==> src/design/baf_regs.svh <==
// register offsets, field positions, opcodes and reset values of the byte datapath
`ifndef BAF_REGS_SVH
`define BAF_REGS_SVH

// register byte offsets on the register bus
`define BAF_OFS_INSTR    8'h00
`define BAF_OFS_ACC      8'h04
`define BAF_OFS_STATUS   8'h08
`define BAF_OFS_PTR      8'h0C
`define BAF_OFS_TMRCFG   8'h10
`define BAF_OFS_PRESC    8'h14
`define BAF_OFS_HIZ      8'h18
`define BAF_FILE_BASE    8'h80
`define BAF_FILE_MSB     7

// status field positions
`define BAF_ST_CARRY     0
`define BAF_ST_NIB       1
`define BAF_ST_ZERO      2

// opcode fields and encodings
`define BAF_OP_ADD       6'h07
`define BAF_OP_AND       6'h05
`define BAF_OP_JMP       3'h5
`define BAF_OP_HIZ       9'h000
`define BAF_DSEL_BIT     5
`define BAF_PTR_TOP      8

// special file addresses
`define BAF_F_TIMER      5'h01
`define BAF_F_PTR        5'h02
`define BAF_F_BANKA      5'h05
`define BAF_F_BANKB      5'h06
`define BAF_F_BANKC      5'h07

// reset values
`define BAF_RST_BYTE     8'h00
`define BAF_RST_PTR      9'h000
`define BAF_RST_HIZ      8'hFF
`define BAF_RST_FLAGS    3'h0

`endif

==> src/design/baf_pkg.sv <==
// types shared by the byte datapath modules
package baf_pkg;
    typedef logic [7:0] baf_byte_t;
    typedef logic [4:0] baf_fidx_t;
    typedef logic [8:0] baf_ptr_t;
endpackage : baf_pkg

==> src/design/baf_alu_if.sv <==
// carrier between the core and its arithmetic unit
`timescale 1ns/1ps
`default_nettype none
interface baf_alu_if;
    import baf_pkg::*;
    baf_byte_t acc;
    baf_byte_t opnd;
    logic      isAdd;
    baf_byte_t res;
    logic      carry;
    logic      nib;
    logic      zero;
    modport alu  (input acc, opnd, isAdd, output res, carry, nib, zero);
    modport core (output acc, opnd, isAdd, input res, carry, nib, zero);
endinterface : baf_alu_if
`default_nettype wire

==> src/design/baf_alu.sv <==
// add and and unit with flag generation
`timescale 1ns/1ps
`default_nettype none
`include "baf_regs.svh"
module baf_alu
    import baf_pkg::*;
(
    baf_alu_if.alu bus
);
    logic [8:0] sum;
    logic [4:0] low;

    // result and flags for both operations
    always_comb begin
        sum = {1'b0, bus.acc} + {1'b0, bus.opnd};
        low = {1'b0, bus.acc[3:0]} + {1'b0, bus.opnd[3:0]};
        if (bus.isAdd) begin
            bus.res = sum[7:0];                       // see RULE_06
        end else begin
            bus.res = bus.acc & bus.opnd;             // see RULE_07
        end
        bus.carry = sum[8];                           // see RULE_08
        bus.nib   = low[4];                           // see RULE_08
        bus.zero  = (bus.res == `BAF_RST_BYTE);       // see RULE_08
    end
endmodule : baf_alu
`default_nettype wire

==> src/design/baf_core.sv <==
// byte add and conjunction datapath with port, latch and timer side effects
//
// Summary of operation
// RULE_01 - pointer writes clear its ninth bit; absolute jump keeps its own ninth bit
// RULE_02 - port register read and written back uses synchronised pin levels
// RULE_03 - latch load with operand 5, 6, 7 copies accumulator to bank A, B, C
// RULE_04 - latch bit 1 tristates its pin; bit 0 enables the driver
// RULE_05 - writing timer count with destination 1 clears prescaler when assigned
// RULE_06 - add sums accumulator and file, routed by destination, flags C, nibble, Z
// RULE_07 - and combines accumulator and file, routed by destination, updates only Z
// RULE_08 - carry from bit 7, nibble carry from bit 3, zero on all-zero result
// RULE_09 - five-bit file field selects one of 32 file registers 0x00..0x1F
`timescale 1ns/1ps
`default_nettype none
`include "baf_regs.svh"
module baf_core
    import baf_pkg::*;
#(
    parameter int NFILE = 32
)(
    // clock and reset
    input  wire logic        sys_clk,
    input  wire logic        rst_n,
    // apb slave
    input  wire logic        psel,
    input  wire logic        penable,
    input  wire logic        pwrite,
    input  wire logic [7:0]  paddr,
    input  wire logic [31:0] pwdata,
    output var  logic [31:0] prdata,
    output var  logic        pready,
    output var  logic        pslverr,
    // io banks a, b, c
    input  wire logic [23:0] bankPinIn,
    output var  logic [23:0] bankPinOut,
    output var  logic [23:0] bankPinOe
);
    //------------------------------------------------------------
    // state
    //------------------------------------------------------------
    baf_byte_t   file_ff [NFILE];
    baf_byte_t   acc_ff, nxt_acc;
    logic [2:0]  flags_ff, nxt_flags;
    baf_ptr_t    ptr_ff, nxt_ptr;
    logic        tmrAssign_ff, nxt_tmrAssign;
    baf_byte_t   presc_ff, nxt_presc;
    logic [23:0] hiz_ff, nxt_hiz;
    logic [23:0] oe_ff, nxt_oe;
    logic [23:0] pinMeta_ff, pinSync_ff;
    logic [31:0] prdata_ff, nxt_prdata;
    logic        pready_ff, nxt_pready;
    logic        pslverr_ff, nxt_pslverr;
    logic        fileWe;
    baf_fidx_t   fileWa;
    baf_byte_t   fileWd;

    baf_alu_if alu ();
    baf_alu u_alu (.bus(alu.alu));

    //------------------------------------------------------------
    // decode
    //------------------------------------------------------------
    logic        access, commit, isFile, hit, exec;
    logic [11:0] op;
    baf_fidx_t   fIdx, aIdx;
    logic        dSel, isAdd, isAnd, isJmp, isHiz, isPort;
    logic [1:0]  bank, hizBank;
    baf_byte_t   fileRd, opnd;
    logic [31:0] rdVal;

    // bus phase and opcode field extraction
    always_comb begin
        access  = psel && penable;
        commit  = access && pready_ff;
        isFile  = paddr[`BAF_FILE_MSB];
        aIdx    = paddr[6:2];
        exec    = commit && pwrite && (paddr == `BAF_OFS_INSTR);
        op      = pwdata[11:0];
        fIdx    = op[4:0];                                         // see RULE_09
        dSel    = op[`BAF_DSEL_BIT];
        isAdd   = (op[11:6] == `BAF_OP_ADD);
        isAnd   = (op[11:6] == `BAF_OP_AND);
        isJmp   = (op[11:9] == `BAF_OP_JMP);
        isHiz   = (op[11:3] == `BAF_OP_HIZ) && (op[2:0] >= 3'(`BAF_F_BANKA));
        hizBank = 2'(op[2:0] - 3'(`BAF_F_BANKA));                  // see RULE_03
        isPort  = (fIdx >= `BAF_F_BANKA) && (fIdx <= `BAF_F_BANKC);
        bank    = 2'(fIdx - `BAF_F_BANKA);
        fileRd  = (fIdx == `BAF_F_PTR) ? ptr_ff[7:0] : file_ff[fIdx];
        // port written back to itself takes its operand from the pins
        opnd    = (isPort && dSel) ? pinSync_ff[bank*8 +: 8] : fileRd; // see RULE_02
        alu.acc   = acc_ff;
        alu.opnd  = opnd;
        alu.isAdd = isAdd;
    end

    // register read mux and unmapped detection
    always_comb begin
        rdVal = 32'h0000_0000;
        hit   = 1'b1;
        if (isFile) begin
            rdVal = {24'h00_0000, file_ff[aIdx]};
        end else begin
            case (paddr)
                `BAF_OFS_INSTR:  rdVal = 32'h0000_0000;
                `BAF_OFS_ACC:    rdVal = {24'h00_0000, acc_ff};
                `BAF_OFS_STATUS: rdVal = {29'h0000_0000, flags_ff};
                `BAF_OFS_PTR:    rdVal = {23'h00_0000, ptr_ff};
                `BAF_OFS_TMRCFG: rdVal = {31'h0000_0000, tmrAssign_ff};
                `BAF_OFS_PRESC:  rdVal = {24'h00_0000, presc_ff};
                `BAF_OFS_HIZ:    rdVal = {8'h00, hiz_ff};
                default:         hit = 1'b0;
            endcase
        end
    end

    //------------------------------------------------------------
    // next state
    //------------------------------------------------------------
    always_comb begin
        nxt_acc       = acc_ff;
        nxt_flags     = flags_ff;
        nxt_ptr       = ptr_ff;
        nxt_tmrAssign = tmrAssign_ff;
        nxt_presc     = presc_ff + 8'h01;   // free-running prescaler
        nxt_hiz       = hiz_ff;
        fileWe        = 1'b0;
        fileWa        = fIdx;
        fileWd        = alu.res;
        nxt_pready    = access && !pready_ff;
        nxt_pslverr   = access && !pready_ff && !hit;
        nxt_prdata    = (access && !pready_ff && !pwrite) ? rdVal : 32'h0000_0000;
        // software writes to plain registers
        if (commit && pwrite && hit) begin
            if (isFile) begin
                fileWe = 1'b1;
                fileWa = aIdx;
                fileWd = pwdata[7:0];
            end else begin
                case (paddr)
                    `BAF_OFS_ACC:    nxt_acc = pwdata[7:0];
                    `BAF_OFS_STATUS: nxt_flags = pwdata[2:0];
                    `BAF_OFS_TMRCFG: nxt_tmrAssign = pwdata[0];
                    `BAF_OFS_HIZ:    nxt_hiz = pwdata[23:0];
                    default:         nxt_acc = acc_ff;
                endcase
            end
        end
        // instruction execution, one cycle
        if (exec && (isAdd || isAnd)) begin
            nxt_flags[`BAF_ST_ZERO] = alu.zero;                     // see RULE_07
            if (isAdd) begin
                nxt_flags[`BAF_ST_CARRY] = alu.carry;               // see RULE_06
                nxt_flags[`BAF_ST_NIB]   = alu.nib;                 // see RULE_08
            end
            if (!dSel) begin
                nxt_acc = alu.res;                                  // see RULE_06
            end else if (fIdx == `BAF_F_PTR) begin
                nxt_ptr = {1'b0, alu.res};                          // see RULE_01
            end else begin
                fileWe = 1'b1;                                      // see RULE_09
                if ((fIdx == `BAF_F_TIMER) && tmrAssign_ff) begin
                    nxt_presc = `BAF_RST_BYTE;                      // see RULE_05
                end
            end
        end else if (exec && isJmp) begin
            nxt_ptr = op[8:0];                                      // see RULE_01
        end else if (exec && isHiz) begin
            nxt_hiz[hizBank*8 +: 8] = acc_ff;                       // see RULE_03
        end
        nxt_oe = ~nxt_hiz;                                          // see RULE_04
    end

    // registers
    always_ff @(posedge sys_clk or negedge rst_n) begin
        if (!rst_n) begin
            acc_ff       <= `BAF_RST_BYTE;
            flags_ff     <= `BAF_RST_FLAGS;
            ptr_ff       <= `BAF_RST_PTR;
            tmrAssign_ff <= 1'b0;
            presc_ff     <= `BAF_RST_BYTE;
            hiz_ff       <= {3{`BAF_RST_HIZ}};
            oe_ff        <= ~{3{`BAF_RST_HIZ}};
            prdata_ff    <= 32'h0000_0000;
            pready_ff    <= 1'b0;
            pslverr_ff   <= 1'b0;
        end else begin
            acc_ff       <= nxt_acc;
            flags_ff     <= nxt_flags;
            ptr_ff       <= nxt_ptr;
            tmrAssign_ff <= nxt_tmrAssign;
            presc_ff     <= nxt_presc;
            hiz_ff       <= nxt_hiz;
            oe_ff        <= nxt_oe;
            prdata_ff    <= nxt_prdata;
            pready_ff    <= nxt_pready;
            pslverr_ff   <= nxt_pslverr;
        end
    end

    // file array, one block per entry, and the shared two-stage pin synchroniser
    for (genvar i = 0; i < NFILE; i++) begin : g_file
        always_ff @(posedge sys_clk or negedge rst_n) begin
            if (!rst_n) begin
                file_ff[i] <= `BAF_RST_BYTE;
            end else if (fileWe && (fileWa == 5'(i))) begin
                file_ff[i] <= fileWd;
            end
        end
    end

    always_ff @(posedge sys_clk or negedge rst_n) begin
        if (!rst_n) begin
            pinMeta_ff <= 24'h00_0000;
            pinSync_ff <= 24'h00_0000;
        end else begin
            pinMeta_ff <= bankPinIn;
            pinSync_ff <= pinMeta_ff;
        end
    end

    //------------------------------------------------------------
    // outputs
    //------------------------------------------------------------
    assign prdata     = prdata_ff;
    assign pready     = pready_ff;
    assign pslverr    = pslverr_ff;
    assign bankPinOut = {file_ff[`BAF_F_BANKC], file_ff[`BAF_F_BANKB], file_ff[`BAF_F_BANKA]};
    assign bankPinOe  = oe_ff;
endmodule : baf_core
`default_nettype wire

==> config.mk <==
export PLATFORM = sky130hd
export DESIGN_NAME = baf_core
export DESIGN_NICKNAME = d
export VERILOG_FILES = /design/src/design/baf_pkg.sv /design/src/design/baf_alu_if.sv /design/src/design/baf_alu.sv /design/src/design/baf_core.sv
export VERILOG_INCLUDE_DIRS = /design/src /design/src/design
export SDC_FILE = /design/constraint.sdc
export NUM_CORES = 1
export LEC_CHECK = 0
export ABC_AREA = 1
export BUFFER_PORTS_ARGS = -buffer_cell sky130_fd_sc_hd__buf_2
export CAP_MARGIN = 40
export CORE_MARGIN = 2
export CORE_UTILIZATION = 61
export DETAILED_ROUTE_END_ITERATION = 6
export PLACE_DENSITY = 0.88
export SETUP_SLACK_MARGIN = 0.4
export SLEW_MARGIN = 20
export SYNTH_ARGS = -nofsm -noshare
export SYNTH_HDL_FRONTEND = slang
export SYNTH_SLANG_ARGS = --single-unit
==> constraint.sdc <==
create_clock -name sys_clk -period 3.39 [get_ports sys_clk]
set_clock_uncertainty 0.1 [all_clocks]
set_input_delay 0.678 -clock sys_clk [delete_from_list [all_inputs] [get_ports sys_clk]]
set_output_delay 0.678 -clock sys_clk [all_outputs]
set_load 0.05 [all_outputs]
## Yosys cells after proc, flatten, opt, wreduce, memory -nomap -nowiden

Index checks and enable logic that the tools add are counted.

- $add $sub $neg: 6
- Order comparisons: 5
- Bitwise operators: 5
- Shift operators: 3
- Eq/ne operators: 45
- Multipliers: 0
- Divide/modulo/power cells: 0
- Muxes and demuxes: 48
- Reduce and logical (&&, ||, !) cells: 62

Operators by type and width:

| operator | count |
|---|---|
| $mux 24 | 6 |
| $mux 8 | 18 |
| $pmux 24 s6 | 1 |
| $bmux 8 s5 | 2 |
| $eq 5x5->1 const B | 16 |
| $mux 32 | 2 |
| $logic_and 1x1->1 | 47 |
| $eq 5x4->1 const B | 8 |
| $mux 9 | 4 |
| $neg 5->34 | 1 |
| $shift 8x34->24 const A | 1 |
| $shiftx 8x34->24 | 1 |
| $bwmux 24 | 1 |
| $eq 8x5->1 const B | 3 |
| $not 24->24 | 1 |
| $shiftx 24x6->8 | 1 |
| $eq 5x3->1 const B | 4 |
| $eq 8x4->1 const B | 2 |
| $logic_not 8->1 | 2 |
| $eq 5x2->1 const B | 3 |
| $eq 6x3->1 const B | 2 |
| $ge 6x6->1 const B | 2 |
| $mux 3 | 4 |
| $not 5->6 | 2 |
| other kinds (24) | 40 |

- RAM bits: 0
- Register bits: 415
- Input port bits: 69
- Output and inout bits: 82
- Latch bits: 0
- Word-level logic and storage cells: 219
- Memories: 0
- Bits in read-only memories: 0

## Longest topological paths before layout

- Depth after elaboration: 11
- Gate-level depth with buffers: 29
- Gate-level depth less buffers: 25

## By module

Synthesis repeated with hierarchy kept, for this count alone.

- Cells, all modules: 3106
- Area, all modules: 22883.2 um^2

By module, submodules not included:

| module | seq. area each (um^2) | instances | area each (um^2) | cells an instance |
|---|---|---|---|---|
| baf_core | 10214.8 | 1 | 22346.4 | 3001 |
| baf_alu | 0.0 | 1 | 536.8 | 105 |

## Worst setup path after synthesis

OpenSTA, ideal clock, no wires.

- Kind: input to register
- Start point: in pwdata[0]
- End point: reg file_ff[102] in the netlist's numbering
- Required time: 3225 ps
- Path buffers: 6
- Stages on the path: 28
- Setup time: 65 ps
- Arrival: 4210 ps
- Setup slack: -985 ps
- Cell sequence: buf_2 inv_1 buf_2 buf_2 buf_1 ha_1 nor2_1 inv_1 clkbuf_1 nor2_1 a21oi_1 nor2_1 nor2_1 ha_1 inv_1 fa_1 inv_1 nand3_1 nand2_1 nand2_1 nand2_1 nand2_1 nand3_1 nand2_1 o21ai_1 clkbuf_1 nand2_1 nand2_1

- Longest elaborated chain between the ends: 10
- Elaborated cells on any way between the ends: 25
- Those cells by class: add/sub (2); order compare (2); eq/ne (2); shift (1); mux (13); bitwise (2); reduce/logical (3)

Ends and longest elaborated chain:

| what | RTL line | source |
|---|---|---|
| start, declared | baf_core.sv:29 | `input wire logic [31:0] pwdata,` |
| $not 5->6 (not written as such) | baf_core.sv:88 | `` fileRd = (fIdx == `BAF_F_PTR) ? ptr_ff[7:0] : file_ff[fIdx]; `` |
| $bmux 8 s5 | baf_core.sv:88 |  |
| $mux 8 (not written as such) (2 in series) | baf_core.sv:88 |  |
| $mux 8 | baf_core.sv:88 |  |
| $mux 8 | baf_core.sv:90 | `opnd = (isPort && dSel) ? pinSync_ff[bank*8 +: 8] : fileRd;` |
| $add 8x8->9 / $and 8x8->8 (equally long branches) | baf_alu.sv:15, baf_alu.sv:20 |  |
| $mux 8 | baf_alu.sv:17 | `if (bus.isAdd) begin` |
| $mux 8 | baf_core.sv:134 | `if (isFile) begin` |
| $mux 8 | baf_core.sv:133 | `if (commit && pwrite && hit) begin` |
| end signal, assigned by index | baf_core.sv:204 | `` file_ff[i] <= `BAF_RST_BYTE; `` |
| end signal, assigned by index | baf_core.sv:206 | `file_ff[i] <= fileWd;` |
| end, declared | baf_core.sv:41 | `baf_byte_t file_ff [NFILE];` |

Several ways; a longest one is shown, not always the timed one. The select of a mux whose other input is x is not followed.
A chain may end at the register's enable or synchronous reset.

## Worst setup path after layout

- Start point: in pwdata[0]
- End point: reg file_ff[175] in the netlist's numbering

The elaborated chain is that of the path after synthesis.

==> metrics.md <==
| Metric | Value |
|---|---|
| Violated checks | `setup timing` |
| Via count | `23160` |
| Routed wire per std cell | `22.50 um` |
| Largest net degree at the start of global routing | `104` |
| Status | `finished with violations` |
| Hold-fix buffers, CTS | `0` |
| Starting DRT DRC Count | `3109` |
| Hpwl dp | `54.28 mm` |
| Initial antenna violation count | `4` |
| Power per standard cell area | `442.5 mW/mm2` |
| Initial core utilization | `61.46%` |
| Crit path DAT | `3.88 ns` |
| Final setup violation count | `67` |
| Crit end category | `flip-flop` |
| Period utilisation layout | `102.1%` |
| Startpoint Class | `primary input` |
| Relative slew slack | `41.73%` |
| Mapped Area | `0.02234 mm2` |
| Post-synthesis async set-or-reset flop share | `100.0%` |
| Ys Warns | `0` |
| Synth cell types | `44` |
| RSZ-0062 raised after global routing | `true` |
| Clock root cell | `clkbuf_16` |
| Nets | `3315` |
| Number of global-route vias before repair | `22260` |
| Final hold violation count | `0` |
| Layout cells sized above 1 | `21.89%` |
| Share of the synthesized area in the top cell type | `42.90%` |
| Gr ovfl total | `0` |
| Core Region | `0.03635 mm2` |
| Antenna viol nets, final | `0` |
| Die area | `0.03817 mm2` |
| Horiz. Die Dim | `195.4 um` |
| Leak pwr | `0.01389 uW` |
| Syn Area/Cell | `7.373 um2` |
| Req. time, crit path | `3.81 ns` |
| RR Endpoint | `file_ff[238]$_DFFE_PN0P_` |
| Hold crit path type | `primary input to async pin` |
| Fin crit period | `3.462 ns` |
| Post-synth top area cell | `dfrtp_1` |
| Chip Height | `195.4 um` |
| Synthesized instance count | `3030` |
| Gr usage total | `43.60%` |
| First-pass GRT wire length | `126.9 mm` |
| CTS buffer count | `45` |
| Max Cap Violations | `0` |
| Power, Total | `12060 uW` |
| Slew at the pin with the worst max-slew slack | `0.8740 ns` |
| DRT Pass-1 Iters | `7` |
| Fmax achieved | `288.9 MHz` |
| Flops & latches, synth | `407` |
| Fillers | `2643` |
| Synth area leaders | `dfrtp_1, nand2_1, nand3_1` |
| VDD IR max | `0.4071 mV` |
| Max-slew violation count | `0` |
| Clock Latency Late Sink | `0.60 ns` |
| CTS tree | `built` |
| Most frequent cells after synthesis | `nand2_1, dfrtp_1, nor2_1` |
| Setup TNS | `-2.082 ns` |
| CTS Buffer Depth | `3` |
| Htree depth | `2` |
| Clock Sinks | `407` |
| Clk pin slew, worst setup/hold paths | `0.05 ns` |
| Num ports | `151` |
| Row cnt | `70` |
| Routed vias/inst | `6.202` |
| Top-count cell post-synth | `nand2_1` |
| Worst reg-to-reg setup slack | `0.08 ns` |
| WL final | `84.00 mm` |
| Ys flop type | `dfrtp_1` |
| Sequential area share after synthesis | `45.73%` |
| Syn-to-layout area delta | `22.01%` |
| EDFF count, synth | `0` |
| Setup CP Type | `primary input to flip-flop` |
| Final setup margin | `-0.07167 ns` |
| DRC Markers | `0` |
| Largest fanout on the critical path | `18` |
| R2R Path Start | `file_ff[56]$_DFFE_PN0P_` |
| IO buf count | `134` |
| Gpl congestion | `1.014` |
| Reg2reg path depth | `24` |
==> timing repair <==
action	in CTS	in global routing
gates cloned	16	5
pin swaps	38	38
endpoints found under the setup margin	271	316
buffers inserted	30	4
resized for setup	169	60
==> power by group <==
part	total, uW	internal (uW)	switching [uW]
Clock	4900	2820	2070
Combinational	2190	791	1400
Sequential	4970	4930	42.4
==> registers in the layout (all words and copies together), names as in the netlist <==
signal / cells
acc_ff: 8
flags_ff: 3
pinMeta_ff: 24
file_ff: 232
pinSync_ff: 24
bankPinOe: 24
bankPinOut: 24
ptr_ff: 9
tmrAssign_ff: 1
pslverr: 1
hiz_ff: 24
pready: 1
prdata: 24
presc_ff: 8
==> layout make-up <==
type	instances	area, um2	share of cell area, %
Sequential cell	407	10210	37.48
Tap cell	468	585.6	2.148
Clock inverter	13	131.4	0.4820
Antenna cell	4	10.01	0.03672
Multi-Input combinational cell	2197	10800	39.63
Clock buffer	64	1308	4.797
Timing Repair Buffer	352	3327	12.21
Inverter	229	877.1	3.218
==> worst max-delay path, cell delays in order <==
cell and delay, ns:
buf_16 0.14, clkinv_8 0.13, buf_6 0.18, buf_12 0.15
nand2_1 0.11, nand3_1 0.09, nand3_1 0.11, nand3_2 0.13
nand2_1 0.12, nand2_2 0.08, a21oi_2 0.18, nor2_2 0.05
ha_1 0.36, nand2_1 0.10, nor2_1 0.12, nand3_2 0.09
nand2_1 0.08, nand2_1 0.06, nand3_2 0.08, nand2_2 0.08
o21ai_4 0.20, buf_8 0.20, buf_12 0.15, nand2_1 0.07
nand2_1 0.08
==> cells in the final DEF, fill, tap and decap left out, types with 5 or more instances in the layout <==
cell type  count
nand2_1     1023
dfrtp_1      383
nor2_1       219
inv_1        211
nand3_1      196
buf_4        138
o21ai_1      136
buf_2        131
o21ai_0      114
a21oi_1      110
nand3_2       61
nand2_2       59
clkbuf_16     52
o22ai_1       42
buf_12        34
nor2_2        31
o21ai_2       26
dfstp_2       24
nor3_1        22
buf_6         21
nor2_4        18
a21oi_2       17
buf_16        14
o21a_1        13
o2111ai_1     13
inv_2         12
nand2_4       12
o21ai_4       11
clkbuf_8      11
nand4_1       10
o211ai_1       8
conb_1         8
clkbuf_1       8
ha_1           7
or2_2          6
clkinv_2       6
nand3_4        5
==> stage by stage <==
step | std cells | hold slack, ns | utilization [%] | setup WS [ns] | cell area [um2]
global route | 3732 | 0.08280 | 74.97 | -0.1549 | 27250
floorplan | 3037 | 0.2312 | - | -0.3559 | 22620
global placement | 3598 | 0.2333 | 66.40 | -0.8026 | 24140
finish | 3734 | 0.07103 | 74.99 | -0.07167 | 27260
detailed placement | 3598 | 0.2347 | 66.40 | -0.8178 | 24140
CTS | 3721 | 0.08606 | 73.90 | 0.1409 | 26860
==> per-layer routing <==
layer  up-vias  GRT usage (%)  wire [um]
met1     10790          56.35      30600
met3       467          14.04      11620
met5         -              0         26
li1      10120              -          -
met4         4          26.32       5978
met2      1777          64.23      35770
==> kinds of logic after synthesis <==
group,Yosys count,synth area share [%]
fa+ha+maj,14,0.8178
simple gates,1674,31.86
flops,407,45.73
compound gates,499,12.56
other cells,1,0.01679
buf+inv,433,8.939
xor+xnor,2,0.07843
==> worst max path at each step <==
stage / cells after the start / start / slack, ns / endpoint
2_1_floorplan: 28 / pwdata[0] / -0.36 / bankPinOut[6]$_DFFE_PN0P_
3_3_place_gp: 27 / pwdata[1] / -0.80 / file_ff[174]$_DFFE_PN0P_
3_5_place_dp: 26 / pwdata[1] / -0.82 / file_ff[190]$_DFFE_PN0P_
4_1_cts: 27 / pwdata[0] / 0.14 / file_ff[69]$_DFFE_PN0P_
5_1_grt: 29 / pwdata[0] / -0.15 / file_ff[102]$_DFFE_PN0P_
6_report: 25 / pwdata[0] / -0.07 / file_ff[175]$_DFFE_PN0P_
Note: power is estimated with default switching activity, not from simulation.
